**src/logic/mwss_map.svh**
```systemverilog
/*
 * Holds the named constants of the word sync and squelch block.
 * Assumes it is included by bare name before any module uses it.
 */
`ifndef MWSS_MAP_SVH
`define MWSS_MAP_SVH

// ****************************************************
// Register byte addresses and field positions
// ****************************************************
`define MWSS_ADDR_W        12
`define MWSS_OFS_CTRL_A    12'h000
`define MWSS_OFS_SQUELCH   12'h004
`define MWSS_OFS_BYTE      12'h008
`define MWSS_BIT_CHAN      0
`define MWSS_BIT_REFRAME   1
`define MWSS_BIT_SYSTEM    2
`define MWSS_BIT_BUSY_IDLE 6
`define MWSS_CTRL_RESET    3'h0
`define MWSS_SQ_RESET      4'h0

// ****************************************************
// Squelch and sampling constants
// ****************************************************
`define MWSS_SQ_MAX        6'h3e
`define MWSS_NOM_10K       6'h32
`define MWSS_NOM_8K        6'h3f
`define MWSS_SAMPLE_KHZ    504

// ****************************************************
// Framing constants
// ****************************************************
`define MWSS_SYNC_WORD     11'h712
`define MWSS_BYTE_LAST     3'h7
`define MWSS_BI_LAST       4'ha
`define MWSS_FRAME_W       10
`define MWSS_FRAME_LAST    10'h1cf

`endif

```
**src/logic/mwss_pkg.sv**
```systemverilog
/*
 * Holds the types shared by the word sync and squelch block.
 * Assumes nothing of its surroundings.
 */
`default_nettype none

package mwss_pkg;

  // ****************************************************
  // Detector modes from channel type and reframe enable
  // ****************************************************
  typedef enum logic [1:0] {
    MWSS_CTRL_SYNC   = 2'b00,
    MWSS_CTRL_UNSYNC = 2'b01,
    MWSS_VOICE_FIX   = 2'b10,
    MWSS_VOICE_RFR   = 2'b11
  } mwss_mode_e;

  // One decided bit from the qualifier
  typedef struct packed {
    logic valid;
    logic value;
    logic approved;
  } mwss_bit_s;

  // APB request as seen by the slave
  typedef struct packed {
    logic        psel;
    logic        penable;
    logic        pwrite;
    logic [11:0] paddr;
    logic [31:0] pwdata;
  } mwss_apb_req_s;

endpackage

`default_nettype wire

```
**src/logic/mwss_bit_qual.sv**
```systemverilog
/*
 * Holds the per-bit sample tally and squelch approval.
 * Assumes samp_tick pulses once per 504 kHz sample and bit_end
 * pulses once at the end of each regenerated bit period.
 */
`include "mwss_map.svh"
`default_nettype none

module mwss_bit_qual (
  input  wire logic              sys_clk,
  input  wire logic              rst_sync_b,
  input  wire logic              samp_tick,
  input  wire logic              samp_val,
  input  wire logic              bit_end,
  input  wire logic [3:0]        thresh_code,
  input  wire logic              sys_8k,
  output var  mwss_pkg::mwss_bit_s bit_out
);

  logic [5:0]          ones;
  logic [5:0]          zeros;
  logic [5:0]          next_ones;
  logic [5:0]          next_zeros;
  logic [5:0]          nominal;
  logic [5:0]          need;
  logic [5:0]          best;
  mwss_pkg::mwss_bit_s next_bit_out;

  // ****************************************************
  // Tally and decision
  // ****************************************************
  always_comb begin
    nominal = sys_8k ? `MWSS_NOM_8K : `MWSS_NOM_10K;
    need = `MWSS_SQ_MAX - {1'b0, thresh_code, 1'b0};
    best = (ones >= zeros) ? ones : zeros;
    next_ones = ones;
    next_zeros = zeros;
    next_bit_out = '0;
    if (bit_end) begin
      // Majority decides value, the majority count is checked
      next_bit_out.valid = 1'b1;
      next_bit_out.value = (ones >= zeros);
      next_bit_out.approved = (best >= need);
      next_ones = '0;
      next_zeros = '0;
    end else if (samp_tick && (6'(ones + zeros) < nominal)) begin
      if (samp_val) begin
        next_ones = 6'(ones + 6'h01);
      end else begin
        next_zeros = 6'(zeros + 6'h01);
      end
    end
  end

  // Registers of the tally
  always_ff @(posedge sys_clk or negedge rst_sync_b) begin
    if (!rst_sync_b) begin
      ones <= '0;
      zeros <= '0;
      bit_out <= '0;
    end else begin
      ones <= next_ones;
      zeros <= next_zeros;
      bit_out <= next_bit_out;
    end
  end

endmodule

`default_nettype wire

```
**src/logic/mwss_top.sv**
```systemverilog
/*
 * Holds the receive word sync detector, byte framer, squelch tally
 * and APB register file of the modem receiver.
 * Assumes an APB master on sys_clk, a 504 kHz sample strobe, a bit
 * end strobe and a tone update strobe from the modem timing logic.
 */
`include "mwss_map.svh"
`default_nettype none

// Function
// - Threshold code 0 needs 62 samples, each step two fewer, down to 32.
// - Nominal samples per bit are 50 at 10 kHz and 63 at 8 kHz.
// - At bit end, approve the bit if its correct samples meet threshold.
// - Shift bits through an 11-bit register and match the sync word.
// - Pulse the sync interrupt on every sync match in every mode.
// - With reframe enabled, a sync match realigns byte boundaries.
// - With reframe disabled, a sync match leaves byte alignment alone.
// - Pack bits into bytes, first received bit in the top bit.
// - Tally approved bits per byte as a 4-bit value 0 to 8.
// - Counters pulse the byte-ready interrupt when byte and tally load.
// - Hold the last busy/idle bit; pulse shared interrupt on each update.
// - Control synchronised: no reframe, busy/idle removed, shared irq used.
// - Control unsynchronised: reframe, busy/idle kept, shared irq invalid.
// - Voice: all bits delivered, shared irq marks tone updates.
// - All bits but extracted busy/idle reach the byte, sync included.
// - Load the approved-bit sum together with the data byte.
// - Samples are taken at the 504 kHz sample strobe.
// - In control synchronised mode, frame counters realign bytes every frame.
module mwss_top (
  input  wire logic        sys_clk,
  input  wire logic        rst_b,
  input  wire logic        psel,
  input  wire logic        penable,
  input  wire logic        pwrite,
  input  wire logic [11:0] paddr,
  input  wire logic [31:0] pwdata,
  output logic      [31:0] prdata,
  output logic             pready,
  output logic             pslverr,
  input  wire logic        samp_tick,
  input  wire logic        samp_val,
  input  wire logic        bit_end,
  input  wire logic        tone_update,
  output logic             sync_word_irq,
  output logic             byte_ready_irq,
  output logic             busy_idle_or_tone_irq
);

  // ****************************************************
  // Reset release
  // ****************************************************
  logic rst_meta_b;
  logic rst_sync_b;

  // Two flops release the asynchronous reset
  always_ff @(posedge sys_clk or negedge rst_b) begin
    if (!rst_b) begin
      rst_meta_b <= 1'b0;
      rst_sync_b <= 1'b0;
    end else begin
      rst_meta_b <= 1'b1;
      rst_sync_b <= rst_meta_b;
    end
  end

  // ****************************************************
  // APB register file
  // ****************************************************
  mwss_pkg::mwss_apb_req_s req;
  logic                    channel_type_sel;
  logic                    reframe_enable;
  logic                    sys_8k;
  logic [3:0]              squelch_threshold_sel;
  logic                    next_channel_type_sel;
  logic                    next_reframe_enable;
  logic                    next_sys_8k;
  logic [3:0]              next_squelch_threshold_sel;
  logic [31:0]             next_prdata;
  logic                    next_pslverr;
  logic                    acc;
  logic                    hit;
  logic [7:0]              rx_byte;
  logic [3:0]              approved_bit_count;
  logic                    busy_idle;
  logic                    ack;
  logic                    next_ack;

  // One wait state lets registered read data stand with pready
  assign req = '{psel, penable, pwrite, paddr, pwdata};
  assign acc = req.psel && req.penable;
  assign pready = ack;

  // Decode, write and read data of the three ports
  always_comb begin
    next_channel_type_sel = channel_type_sel;
    next_reframe_enable = reframe_enable;
    next_sys_8k = sys_8k;
    next_squelch_threshold_sel = squelch_threshold_sel;
    next_prdata = '0;
    next_pslverr = 1'b0;
    next_ack = acc && !ack;
    hit = 1'b1;
    unique case (req.paddr)
      `MWSS_OFS_CTRL_A: begin
        next_prdata[`MWSS_BIT_CHAN] = channel_type_sel;
        next_prdata[`MWSS_BIT_REFRAME] = reframe_enable;
        next_prdata[`MWSS_BIT_SYSTEM] = sys_8k;
      end
      `MWSS_OFS_SQUELCH: begin
        next_prdata[3:0] = approved_bit_count;
        next_prdata[`MWSS_BIT_BUSY_IDLE] = busy_idle;
      end
      `MWSS_OFS_BYTE: begin
        next_prdata[7:0] = rx_byte;
      end
      default: begin
        hit = 1'b0;
      end
    endcase
    if (acc && !req.pwrite && !ack) begin
      next_pslverr = !hit;
    end else begin
      next_prdata = prdata;
    end
    if (acc && req.pwrite && !ack) begin
      next_pslverr = !hit || (req.paddr == `MWSS_OFS_BYTE);
    end
    // Writes land at the edge where pready is high
    if (acc && req.pwrite && ack) begin
      if (req.paddr == `MWSS_OFS_CTRL_A) begin
        next_channel_type_sel = req.pwdata[`MWSS_BIT_CHAN];
        next_reframe_enable = req.pwdata[`MWSS_BIT_REFRAME];
        next_sys_8k = req.pwdata[`MWSS_BIT_SYSTEM];
      end
      if (req.paddr == `MWSS_OFS_SQUELCH) begin
        next_squelch_threshold_sel = req.pwdata[3:0];
      end
    end
  end

  // Registers of the bus slave
  always_ff @(posedge sys_clk or negedge rst_sync_b) begin
    if (!rst_sync_b) begin
      {sys_8k, reframe_enable, channel_type_sel} <= `MWSS_CTRL_RESET;
      squelch_threshold_sel <= `MWSS_SQ_RESET;
      prdata <= '0;
      pslverr <= 1'b0;
      ack <= 1'b0;
    end else begin
      ack <= next_ack;
      channel_type_sel <= next_channel_type_sel;
      reframe_enable <= next_reframe_enable;
      sys_8k <= next_sys_8k;
      squelch_threshold_sel <= next_squelch_threshold_sel;
      prdata <= next_prdata;
      pslverr <= next_pslverr;
    end
  end

  // ****************************************************
  // Bit qualifier
  // ****************************************************
  mwss_pkg::mwss_bit_s rx_bit;

  mwss_bit_qual u_qual (
    .sys_clk     (sys_clk),
    .rst_sync_b  (rst_sync_b),
    .samp_tick   (samp_tick),
    .samp_val    (samp_val),
    .bit_end     (bit_end),
    .thresh_code (squelch_threshold_sel),
    .sys_8k      (sys_8k),
    .bit_out     (rx_bit)
  );

  // ****************************************************
  // Word sync detector and byte framer
  // ****************************************************
  mwss_pkg::mwss_mode_e           mode;
  logic [10:0]                    sync_sr;
  logic [7:0]                     byte_sr;
  logic [2:0]                     bit_cnt;
  logic [3:0]                     tally;
  logic [3:0]                     bi_cnt;
  logic [`MWSS_FRAME_W-1:0]       frame_cnt;
  logic [10:0]                    next_sync_sr;
  logic [7:0]                     next_byte_sr;
  logic [2:0]                     next_bit_cnt;
  logic [3:0]                     next_tally;
  logic [3:0]                     next_bi_cnt;
  logic [`MWSS_FRAME_W-1:0]       next_frame_cnt;
  logic [7:0]                     next_rx_byte;
  logic [3:0]                     next_approved_bit_count;
  logic                           next_busy_idle;
  logic                           next_sync_word_irq;
  logic                           next_byte_ready_irq;
  logic                           next_busy_idle_or_tone_irq;
  logic                           sync_hit;
  logic                           do_reframe;
  logic                           frame_wrap;
  logic                           strip_bi;
  logic                           is_bi;

  assign mode = mwss_pkg::mwss_mode_e'({channel_type_sel, reframe_enable});
  assign next_sync_sr = {sync_sr[9:0], rx_bit.value};

  // Framing, busy/idle extraction, byte assembly and tally
  always_comb begin
    sync_hit = rx_bit.valid && (next_sync_sr == `MWSS_SYNC_WORD);
    frame_wrap = (frame_cnt == `MWSS_FRAME_LAST);
    strip_bi = 1'b0;
    do_reframe = 1'b0;
    unique case (mode)
      mwss_pkg::MWSS_CTRL_SYNC: begin
        strip_bi = 1'b1;
        do_reframe = rx_bit.valid && frame_wrap;
      end
      mwss_pkg::MWSS_CTRL_UNSYNC: begin
        do_reframe = sync_hit;
      end
      mwss_pkg::MWSS_VOICE_FIX: begin
        do_reframe = 1'b0;
      end
      mwss_pkg::MWSS_VOICE_RFR: begin
        do_reframe = sync_hit;
      end
    endcase
    is_bi = strip_bi && (bi_cnt == `MWSS_BI_LAST);
    next_byte_sr = byte_sr;
    next_bit_cnt = bit_cnt;
    next_tally = tally;
    next_bi_cnt = bi_cnt;
    next_frame_cnt = frame_cnt;
    next_rx_byte = rx_byte;
    next_approved_bit_count = approved_bit_count;
    next_busy_idle = busy_idle;
    next_sync_word_irq = sync_hit;
    next_byte_ready_irq = 1'b0;
    next_busy_idle_or_tone_irq = 1'b0;
    if (rx_bit.valid) begin
      next_frame_cnt = `MWSS_FRAME_W'(frame_cnt + 1'b1);
      next_bi_cnt = is_bi ? 4'h0 : 4'(bi_cnt + 4'h1);
      if (is_bi) begin
        // Extracted bit goes to the flag, not the byte
        next_busy_idle = rx_bit.value;
        next_busy_idle_or_tone_irq = 1'b1;
      end else begin
        next_byte_sr = {byte_sr[6:0], rx_bit.value};
        next_tally = 4'(tally + {3'h0, rx_bit.approved});
        next_bit_cnt = 3'(bit_cnt + 3'h1);
        if (bit_cnt == `MWSS_BYTE_LAST) begin
          // Byte and its tally load together
          next_rx_byte = next_byte_sr;
          next_approved_bit_count = next_tally;
          next_byte_ready_irq = 1'b1;
          next_tally = 4'h0;
        end
      end
      if (do_reframe) begin
        // Next bit starts a byte, a frame and a word
        next_bit_cnt = 3'h0;
        next_tally = 4'h0;
        next_byte_sr = 8'h00;
        next_frame_cnt = '0;
        next_bi_cnt = 4'h0;
      end
    end
    if (channel_type_sel) begin
      next_busy_idle_or_tone_irq = tone_update;
    end else if (reframe_enable) begin
      next_busy_idle_or_tone_irq = 1'b0;
    end
  end

  // Registers of the framer
  always_ff @(posedge sys_clk or negedge rst_sync_b) begin
    if (!rst_sync_b) begin
      sync_sr <= '0;
      byte_sr <= '0;
      bit_cnt <= '0;
      tally <= '0;
      bi_cnt <= '0;
      frame_cnt <= '0;
      rx_byte <= '0;
      approved_bit_count <= '0;
      busy_idle <= 1'b0;
      sync_word_irq <= 1'b0;
      byte_ready_irq <= 1'b0;
      busy_idle_or_tone_irq <= 1'b0;
    end else begin
      if (rx_bit.valid) begin
        sync_sr <= next_sync_sr;
      end
      byte_sr <= next_byte_sr;
      bit_cnt <= next_bit_cnt;
      tally <= next_tally;
      bi_cnt <= next_bi_cnt;
      frame_cnt <= next_frame_cnt;
      rx_byte <= next_rx_byte;
      approved_bit_count <= next_approved_bit_count;
      busy_idle <= next_busy_idle;
      sync_word_irq <= next_sync_word_irq;
      byte_ready_irq <= next_byte_ready_irq;
      busy_idle_or_tone_irq <= next_busy_idle_or_tone_irq;
    end
  end

endmodule

`default_nettype wire

```
**config.mk**
```make
export PLATFORM = sky130hd
export DESIGN_NAME = mwss_top
export DESIGN_NICKNAME = d
export VERILOG_FILES = /design/src/logic/mwss_pkg.sv /design/src/logic/mwss_bit_qual.sv /design/src/logic/mwss_top.sv
export VERILOG_INCLUDE_DIRS = /design/src /design/src/logic
export SDC_FILE = /design/constraint.sdc
export NUM_CORES = 1
export LEC_CHECK = 0
export ABC_CLOCK_PERIOD_IN_PS = 3600
export BUFFER_PORTS_ARGS = -buffer_cell sky130_fd_sc_hd__buf_2
export CORE_UTILIZATION = 40
export CTS_BUF_LIST = sky130_fd_sc_hd__clkbuf_8
export DETAILED_ROUTE_END_ITERATION = 10
export GPL_ROUTABILITY_DRIVEN = 0
export SYNTH_ARGS = -nofsm -noshare
export SYNTH_HDL_FRONTEND = slang
export SYNTH_SLANG_ARGS = --single-unit
export TNS_END_PERCENT = 30
```
**constraint.sdc**
```tcl
create_clock -name sys_clk -period 3.6 [get_ports sys_clk]
set_clock_uncertainty 0.05 [all_clocks]
set_input_delay 0.54 -clock sys_clk [delete_from_list [all_inputs] [get_ports sys_clk]]
set_output_delay 0.54 -clock sys_clk [all_outputs]
set_load 0.03 [all_outputs]
```
==> flow_metrics.py, run 1 <==
metrics = {
    "cells_and_area": {
        "fillCellCount": 1054,
        "area_growth_pct": 9.89,
        "layout-drive-gt1-share": 0.203,
        "post-route-util": 0.461,
        "nNetsFinal": 572,
        "n_antenna_cell": 0,
    },
    "critical_path": {
        "crit_arrival_ps": 3470,
        "crit_chain": "inv_1 > ha_1 > and2b_2 > nor2_1 > nor2_1 > nor2_1 > xor2_1 > ha_1 > nand4_1 > a221oi_4 > nor4_1 > mux2_1",
        "regToRegSetupSlack_ps": 330,
        "crit_start": "u_qual.zeros[1]",
        "critPathMaxStageDelay_ps": 750,
        "regToRegEndpoint": "u_qual.zeros[5]",
        "critPathCaptureType": "register",
        "slowest_stage": "a221oi_4",
        "cp_num_buf_inv": 1,
        "critPathMaxFanout": 19,
        "rr_startpoint": "u_qual.zeros[1]",
        "worstSetupPathType": "register to register",
        "cp.depth": 12,
        "path_delay_family": "simple AND/OR/NAND/NOR gates",
        "endpoint": "u_qual.zeros[5]",
        "cp_data_required_time_ps": 3790,
        "path_common_cell": "nor2_1",
        "worst_r2r_path_depth": 12,
        "critPathLaunchType": "register",
    },
    "synthesis": {
        "yosys_warnings": 0,
        "yosys.area.top_type": "dfrtp_1",
        "ys_async_sr_fraction": 1.00,
        "yosysTopAreaCellShare": 0.474,
        "netlist_instances": 456,
        "yosysSeqAreaShare": 0.474,
        "synth_area_leaders": "dfrtp_1, mux2_2, ha_1, a21oi_1, buf_4",
        "synth-seq-cells": 88,
        "yosysUniqueCellTypes": 51,
        "synth_edf_count": 0,
        "netlist_area_um2": 4640,
        "syn_avg_cell_area_um2": 10.2,
        "synthTopCellsByCount": "dfrtp_1, nand2_1, nor2_1",
        "yosysMostFrequentCell": "dfrtp_1",
        "synth_flop_cell": "dfrtp_1",
    },
    "sta": {
        "finalCritPeriodShare": 0.909,
        "slew_viol_final": 0,
        "worst_slack_ps": 326,
        "slew_headroom": 0.336,
        "setup_tns_ps": 0,
        "setup_viol": 0,
        "max_freq_mhz": 305,
        "rsz0062_at_grt": "no",
        "worst_pin_slew_ps": 996,
        "fin_crit_ps": 3270,
        "hold_viol_final": 0,
    },
    "clocking": {
        "worstSkewPairLatency_ps": 360,
        "cts_hold_buf": 1,
        "cts-root-buf": "clkbuf_8",
        "tritoncts": "built",
        "cts_max_level": 3,
        "cts.sinks": 88,
        "numCtsBuffers": 9,
        "cts_setup_buffers": 0,
        "clk_pin_slew_ps": 110,
        "cts_resized": 0,
        "ctsLongestPathBuffers": 2,
    },
    "floorplan": {
        "io_pins": 90,
        "die_x_um": 110,
        "rows": 38,
        "initial_core_util": 0.419,
        "die-area_um2": 12000,
        "dieHeight_um": 110,
        "core_area_um2": 11100,
    },
    "detailed_routing": {
        "vias": 3217,
        "wire_per_inst_um": 13.2,
        "drt_wl_total_mm": 8.40,
        "ant_nets": 0,
        "via_per_inst": 5.05,
        "drc": 0,
        "dr.pass1.iters": 4,
        "dr.first_iter.drc_count": 109,
    },
    "grt": {
        "track_usage": 0.156,
        "grt_pass1_wl_mm": 14.5,
        "use_met3": 0.0356,
        "grt_overflow": 0,
        "grt_pass1_vias": 3144,
        "grt_max_degree": 79,
        "antenna_found_initial": 0,
        "grt_util_met2": 0.267,
        "busiest_layer": "met2",
        "grt_use_met1": 0.193,
    },
    "job": {
        "drv_cap": 0,
    },
    "placed_design": {
        "dp_hpwl_mm": 5.99,
        "dp_slack_ps": 367,
        "portBuffers": 37,
    },
    "hold_path": {
        "hp-class": "register to register",
    },
    "pwr": {
        "max-vdd-ir-drop_uv": 266,
        "p_leak_uw": 0.00244,
        "power.density_nw_per_um2": 489,
    },
    "status": {
        "status": "completed",
    },
}
-- placed cells by master, fill, tap and decap left out, types with 14 or more instances in the layout --
cell type / netlist / layout
ha_1: 26 / 26
inv_1: 16 / 16
a21oi_1: 36 / 36
conb_1: 2 / 25
nor2_1: 41 / 41
buf_2: 1 / 37
mux2_2: 29 / 29
dfrtp_1: 88 / 87
nand2_1: 47 / 47
o21ai_0: 14 / 14
-- worst reg2reg max path: cells and delay by family (launching register included) --
| family | cells | cell delay [ps] |
|---|---|---|
| buffers and inverters | 1 | 90 |
| DFF | 1 | 480 |
| muxes | 1 | 340 |
| AOI/OAI and AO/OA | 1 | 750 |
| and+or+nand+nor | 6 | 760 |
| adders and majority gates | 2 | 600 |
| xor gates and xnor gates | 1 | 80 |
-- per-stage QoR --
stage	cell area, um2	cells	total power, uW	hold slack, ps
floorplan	4730	479	1730	194
global placement	4890	620	1820	276
detailed placement	4890	620	1840	278
CTS	5100	637	2530	327
global route	5100	637	2660	338
finish	5100	637	2490	324
-- area by class of cell --
class,instances,area (um2),share of cell area
clock buffers,9,124,0.0243
clock inverters,7,75.1,0.0147
inverters,17,63.8,0.0125
multi-input cells,332,2220,0.435
flip-flops and latches,88,2210,0.432
well taps,140,175,0.0343
repair buffers,44,240,0.0471
-- power by group --
group          leakage [uW]  switching, uW  internal [uW]
Sequential          0.00115            163           1180
Clock             0.0000981            407            273
Combinational       0.00119            254            213
-- per-layer routing --
layer  wire, um  part of all wire  vias up
li1           -                 -     1619
met1       4020              0.48     1528
met2       3980              0.47       61
met3        292             0.035        9
met4        106             0.013        0
met5          0                 0        -
-- state kept, by name, indices dropped and copies added, names as in the netlist, 3 cells and up --
register	count
frame_cnt	10
u_qual.ones	6
u_qual.zeros	6
squelch_threshold_sel	4
prdata	8
approved_bit_count	4
byte_sr	7
tally	4
bi_cnt	4
sync_sr	10
u_qual.bit_out	3
rx_byte	8
bit_cnt	3
-- kinds of logic (layout without fill, tap and decap cells) --
kind of cell / count (synthesis) / after routing / share of synthesized area
DFF: 88 / 88 / 0.474
other: 2 / 25 / 0.00162
AOI/OAI and AO/OA: 74 / 74 / 0.0989
xor gates and xnor gates: 14 / 14 / 0.0264
buffers and inverters: 59 / 77 / 0.0690
and+or+nand+nor: 156 / 156 / 0.169
adders and majority gates: 27 / 27 / 0.0744
muxes: 36 / 36 / 0.0862
-- how the worst min path moves through the flow --
| stage | from | end | cells after the start |
|---|---|---|---|
| final | rst_meta_b | rst_sync_b | 0 |
| after global routing | rst_meta_b | rst_sync_b | 0 |
| after CTS | rst_meta_b | rst_sync_b | 0 |
| after detailed placement | rst_b | rst_meta_b | 1 |
| after global placement | rst_b | rst_meta_b | 1 |
| after floorplan | rst_b | rst_meta_b | 0 |
Power figures use the tool's default switching activity.
==> run 2: changes to the inputs <==
==> constraint.sdc (replaced) <==
create_clock -name sys_clk -period 3.6 [get_ports sys_clk]
set_clock_uncertainty 0.05 [all_clocks]
set_input_delay 0.18 -clock sys_clk [delete_from_list [all_inputs] [get_ports sys_clk]]
set_output_delay 0.18 -clock sys_clk [all_outputs]
set_load 0.03 [all_outputs]
==> run 2 against run 1 <==
Worst setup slack lost 30 ps. Global-route usage shrank 0.076 points. Final cell count grew 0.47%. Sequential cell count is the same. Core utilization grew 0.25 points. Clock power shrank 1%. Critical path depth is the same. Total power is essentially flat. Wire length grew 0.36%.
==> flow_metrics.py, run 2 (synthesized netlist as in run 1, its figures left out) <==
metrics = {
    "status": {
        "status": "completed",
    },
    "grt": {
        "busiest_layer": "met2",
        "track_usage": 0.156,
        "grt_overflow": 0,
        "antenna_found_initial": 0,
        "grt_use_met1": 0.203,
        "grt_max_degree": 79,
        "grt_pass1_wl_mm": 14.7,
        "grt_pass1_vias": 3117,
        "grt_util_met2": 0.261,
        "use_met3": 0.0320,
    },
    "detailed_routing": {
        "vias": 3265,
        "ant_nets": 0,
        "drc": 0,
        "dr.pass1.iters": 4,
        "wire_per_inst_um": 13.2,
        "via_per_inst": 5.10,
        "drt_wl_total_mm": 8.43,
        "dr.first_iter.drc_count": 163,
    },
    "critical_path": {
        "path_delay_family": "simple AND/OR/NAND/NOR gates",
        "critPathMaxFanout": 19,
        "path_common_cell": "nor2_1",
        "worstSetupPathType": "register to register",
        "critPathLaunchType": "register",
        "crit_arrival_ps": 3480,
        "critPathCaptureType": "register",
        "cp_data_required_time_ps": 3780,
        "cp_num_buf_inv": 1,
        "crit_chain": "inv_1 > ha_1 > and2b_2 > nor2_1 > nor2_1 > nor2_1 > xor2_1 > ha_1 > nand4_1 > a221oi_4 > nor4_1 > mux2_1",
        "slowest_stage": "a221oi_4",
        "critPathMaxStageDelay_ps": 740,
    },
    "cells_and_area": {
        "area_growth_pct": 10.5,
        "reg_top3": "frame_cnt: 10 flops, sync_sr: 10 flops",
        "nNetsFinal": 575,
        "mostFrequentLayoutCell": "dfrtp_1",
        "mostFrequentLayoutCells": "dfrtp_1, nand2_1, nor2_1",
        "n_antenna_cell": 0,
        "layout-drive-gt1-share": 0.202,
        "fin_cells": 640,
    },
    "pwr": {
        "pwr-share-clk": 0.270,
        "switching_share": 0.330,
        "combinationalPowerShare": 0.189,
        "p_leak_uw": 0.00245,
        "seq_power_share": 0.541,
        "max-vdd-ir-drop_uv": 254,
        "internal-power_uw": 1670,
        "p_sw_uw": 822,
        "power.density_nw_per_um2": 486,
    },
    "clocking": {
        "cts_setup_buffers": 0,
        "cts.sinks": 88,
        "tritoncts": "built",
        "cts_max_level": 3,
        "cts-root-buf": "clkbuf_8",
        "numCtsBuffers": 9,
        "ctsLongestPathBuffers": 2,
        "clk_pin_slew_ps": 100,
        "worstSkewPairLatency_ps": 360,
        "cts_resized": 0,
    },
    "floorplan": {
        "die-area_um2": 12000,
        "rows": 38,
        "dieHeight_um": 110,
        "core_area_um2": 11100,
        "io_pins": 90,
        "die_x_um": 110,
        "initial_core_util": 0.419,
    },
    "sta": {
        "fin_crit_ps": 3300,
        "max_freq_mhz": 303,
        "rsz0062_at_grt": "no",
        "setup_tns_ps": 0,
        "hold_viol_final": 0,
        "setup_viol": 0,
        "finalCritPeriodShare": 0.918,
        "slew_headroom": 0.321,
        "slew_viol_final": 0,
        "worst_pin_slew_ps": 1020,
    },
    "placed_design": {
        "dp.cells": 620,
        "dp_hpwl_mm": 6.07,
        "portBuffers": 37,
    },
    "hold_path": {
        "hp-class": "primary input to register",
    },
    "job": {
        "drv_cap": 0,
    },
}
## run 2: cell count changes in the layout (fill, tap and decap cells not counted)
cell and delta:
dlygate4sd3_1 +3, inv_8 -1, clkinv_4 -1, inv_6 +2
## run 2: power groups by stage
stage	registers [uW]	logic, uW	clock network, uW
after floorplan	1350	376	0
after global placement	1360	457	0
after detailed placement	1370	472	0
after CTS	1350	476	700
after global routing	1390	542	742
final	1350	470	672
## run 2: cell type report
type | count | area [um2]
repair buffers | 47 | 270
clock buffers | 9 | 124
fillers | 1055 | 5950
clock inverters | 7 | 72.6
multi-input cells | 332 | 2220
flip-flops and latches | 88 | 2210
well taps | 140 | 175
inverters | 17 | 63.8
## run 2: metal layers
metal / routed length (um) / vias to the layer above
met5: 0 / -
met3: 339 / 10
met1: 4040 / 1569
met4: 92 / 0
li1: - / 1615
met2: 3960 / 71
## run 2: worst paths after layout
| kind | cells after the start | endpoint | startpoint | slack (ps) |
|---|---|---|---|---|
| worst max-delay path | 12 | u_qual.zeros[5] | u_qual.zeros[1] | 300 |
| worst min-delay path | 2 | squelch_threshold_sel[2] | pwdata[2] | 20 |
| worst max register to register | 12 | u_qual.zeros[5] | u_qual.zeros[1] | 300 |
| worst min register to register | 0 | rst_sync_b | rst_meta_b | 320 |
| max in group asynchronous | 1 | rx_byte[2] | rst_sync_b | 2350 |
| min in group asynchronous | 2 | rst_sync_b | rst_b | 70 |
## run 2: repair_timing
action | CTS | global route
hold buffers | 3 | 1
endpoints found under the setup margin | 0 | 0
endpoints found under the hold margin | 4 | 1
## run 2: worst reg2reg max path, cell delays in order (launching register included)
cell and delay (ps):
dfrtp_1 490, inv_1 90, ha_1 300, and2b_2 220
nor2_1 80, nor2_1 40, nor2_1 130, xor2_1 90
ha_1 300, nand4_1 150, a221oi_4 740, nor4_1 150
mux2_1 340
## run 2: metrics by stage
step | power, uW | hold slack (ps) | cell area, um2 | utilization | setup slack, ps
6_report | 2490 | 17.3 | 5130 | 0.463 | 296
4_1_cts | 2530 | 0.819 | 5120 | 0.462 | 282
3_5_place_dp | 1840 | -80.4 | 4890 | 0.442 | 323
2_1_floorplan | 1730 | -166 | 4730 | - | 764
3_3_place_gp | 1820 | -83.7 | 4890 | 0.442 | 406
5_1_grt | 2670 | 1.49 | 5130 | 0.463 | 31.3
==> run 3: changes to the inputs <==
ABC_CLOCK_PERIOD_IN_PS = 4250   (was 3600)
clock period = 4.25 ns   (was 3.6 ns; I/O delays follow)
==> run 3 against run 2 <==
Via count decreased by 2.2%. Non-clock buffer count fell by 3. Sequential share of layout area is 0.28 points higher. Worst setup slack gained 690 ps. Register-to-register slack improved by 690 ps. Sequential cell count stayed put. First-iteration DRC count shrank 25%. Core utilization down 0.30 points. Die area is the same. Hold slack gained 19 ps. Final area shrank 0.66%. Final cell count is 0.47% lower. Largest power group unchanged.
==> flow_metrics.py, run 3 (synthesized netlist as in run 1, its figures left out) <==
metrics = {
    "status": {
        "status": "completed",
    },
    "detailed_routing": {
        "ant_nets": 0,
        "vias": 3192,
        "drc": 0,
        "dr.pass1.iters": 5,
        "via_per_inst": 5.01,
        "drt_wl_total_mm": 8.24,
        "wire_per_inst_um": 12.9,
        "dr.first_iter.drc_count": 122,
    },
    "cells_and_area": {
        "nNetsFinal": 572,
        "area_growth_pct": 9.75,
        "mostFrequentLayoutCell": "dfrtp_1",
        "n_antenna_cell": 0,
        "layout-drive-gt1-share": 0.203,
        "mostFrequentLayoutCells": "dfrtp_1, nand2_1, nor2_1",
        "reg_top3": "frame_cnt: 10 flops, sync_sr: 10 flops",
        "fillCellCount": 1038,
    },
    "pwr": {
        "max-vdd-ir-drop_uv": 212,
        "power.density_nw_per_um2": 413,
        "p_leak_uw": 0.00244,
    },
    "floorplan": {
        "initial_core_util": 0.419,
        "die_x_um": 110,
        "dieHeight_um": 110,
        "rows": 38,
        "io_pins": 90,
        "die-area_um2": 12000,
        "core_area_um2": 11100,
    },
    "clocking": {
        "cts_resized": 0,
        "cts-root-buf": "clkbuf_8",
        "numCtsBuffers": 9,
        "cts.sinks": 88,
        "cts_max_level": 3,
        "cts_hold_buf": 1,
        "tritoncts": "built",
        "worstSkewPairLatency_ps": 360,
        "clk_pin_slew_ps": 100,
        "cts_setup_buffers": 0,
        "ctsLongestPathBuffers": 2,
    },
    "sta": {
        "fin_crit_ps": 3260,
        "setup_tns_ps": 0,
        "worst_pin_slew_ps": 770,
        "finalCritPeriodShare": 0.768,
        "slew_viol_final": 0,
        "rsz0062_at_grt": "no",
        "slew_headroom": 0.485,
        "worst_slack_ps": 987,
        "setup_viol": 0,
        "hold_viol_final": 0,
        "max_freq_mhz": 306,
    },
    "critical_path": {
        "critPathCaptureType": "register",
        "critPathLaunchType": "register",
        "cp_data_required_time_ps": 4440,
        "crit_arrival_ps": 3450,
        "regToRegSetupSlack_ps": 990,
        "worstSetupPathType": "register to register",
        "critPathMaxFanout": 19,
    },
    "placed_design": {
        "dp_hpwl_mm": 5.89,
        "portBuffers": 37,
        "dp_slack_ps": 986,
    },
    "grt": {
        "grt_pass1_vias": 3034,
        "grt_overflow": 0,
        "grt_pass1_wl_mm": 14.1,
        "grt_max_degree": 52,
        "track_usage": 0.152,
        "antenna_found_initial": 0,
    },
    "job": {
        "drv_cap": 0,
    },
    "hold_path": {
        "hp-class": "primary input to register",
    },
}
## run 3: changes by cell type in the layout (fill, tap and decap cells not counted)
cell / before / now
clkinv_4: 1 / 2
clkinv_8: 1 / 0
clkinvlp_4: 1 / 0
dlygate4sd3_1: 4 / 1
inv_8: 2 / 3
## run 3: power by group
group	internal (uW)	total, uW	switching, uW
Clock	231	571	339
Sequential	1000	1130	130
Combinational	181	405	223
## run 3: critical path, cell delays in order, from the launching register on
cell and delay, ps:
dfrtp_1 480, inv_1 90, ha_1 310, and2b_2 220, nor2_1 80, nor2_1 40, nor2_1 120, xor2_1 80
ha_1 290, nand4_1 150, a221oi_4 740, nor4_1 150, mux2_1 340
## run 3: final timing paths
path	depth (start not counted)	start	end
hold / removal	3	tone_update	busy_idle_or_tone_irq
setup / recovery	12	u_qual.zeros[1]	u_qual.ones[5]
min in group asynchronous	2	rst_b	rst_sync_b
max in group asynchronous	1	rst_sync_b	byte_sr[4]
hold reg to reg	0	rst_meta_b	rst_sync_b
setup reg to reg	12	u_qual.zeros[1]	u_qual.ones[5]
## run 3: cell type report
class	count	area (um2)	area share
inverter	17	63.8	0.0125
multi-input combinational	332	2220	0.435
clock inverter	7	68.8	0.0135
timing repair buffer	44	240	0.0471
sequential	88	2210	0.433
tap	140	175	0.0344
clock buffer	9	124	0.0243
## run 3: per-layer routing
| layer | vias to the layer above | share of wire | GRT usage | wire [um] |
|---|---|---|---|---|
| met4 | 0 | 0.014 | 0.0524 | 112 |
| met1 | 1500 | 0.49 | 0.197 | 4030 |
| met3 | 11 | 0.037 | 0.0326 | 302 |
| li1 | 1614 | - | - | - |
| met5 | - | 0 | 0 | 0 |
| met2 | 67 | 0.46 | 0.249 | 3790 |
## run 3: metrics by stage
step | instances | instance area [um2] | total power (uW) | util | hold slack [ps]
after floorplan | 479 | 4730 | 1460 | - | -133
after global placement | 620 | 4890 | 1540 | 0.442 | -50.5
after detailed placement | 620 | 4890 | 1560 | 0.442 | -47.7
after CTS | 637 | 5100 | 2140 | 0.460 | 20.7
after global routing | 637 | 5100 | 2250 | 0.460 | 37.4
final | 637 | 5100 | 2110 | 0.460 | 36.3
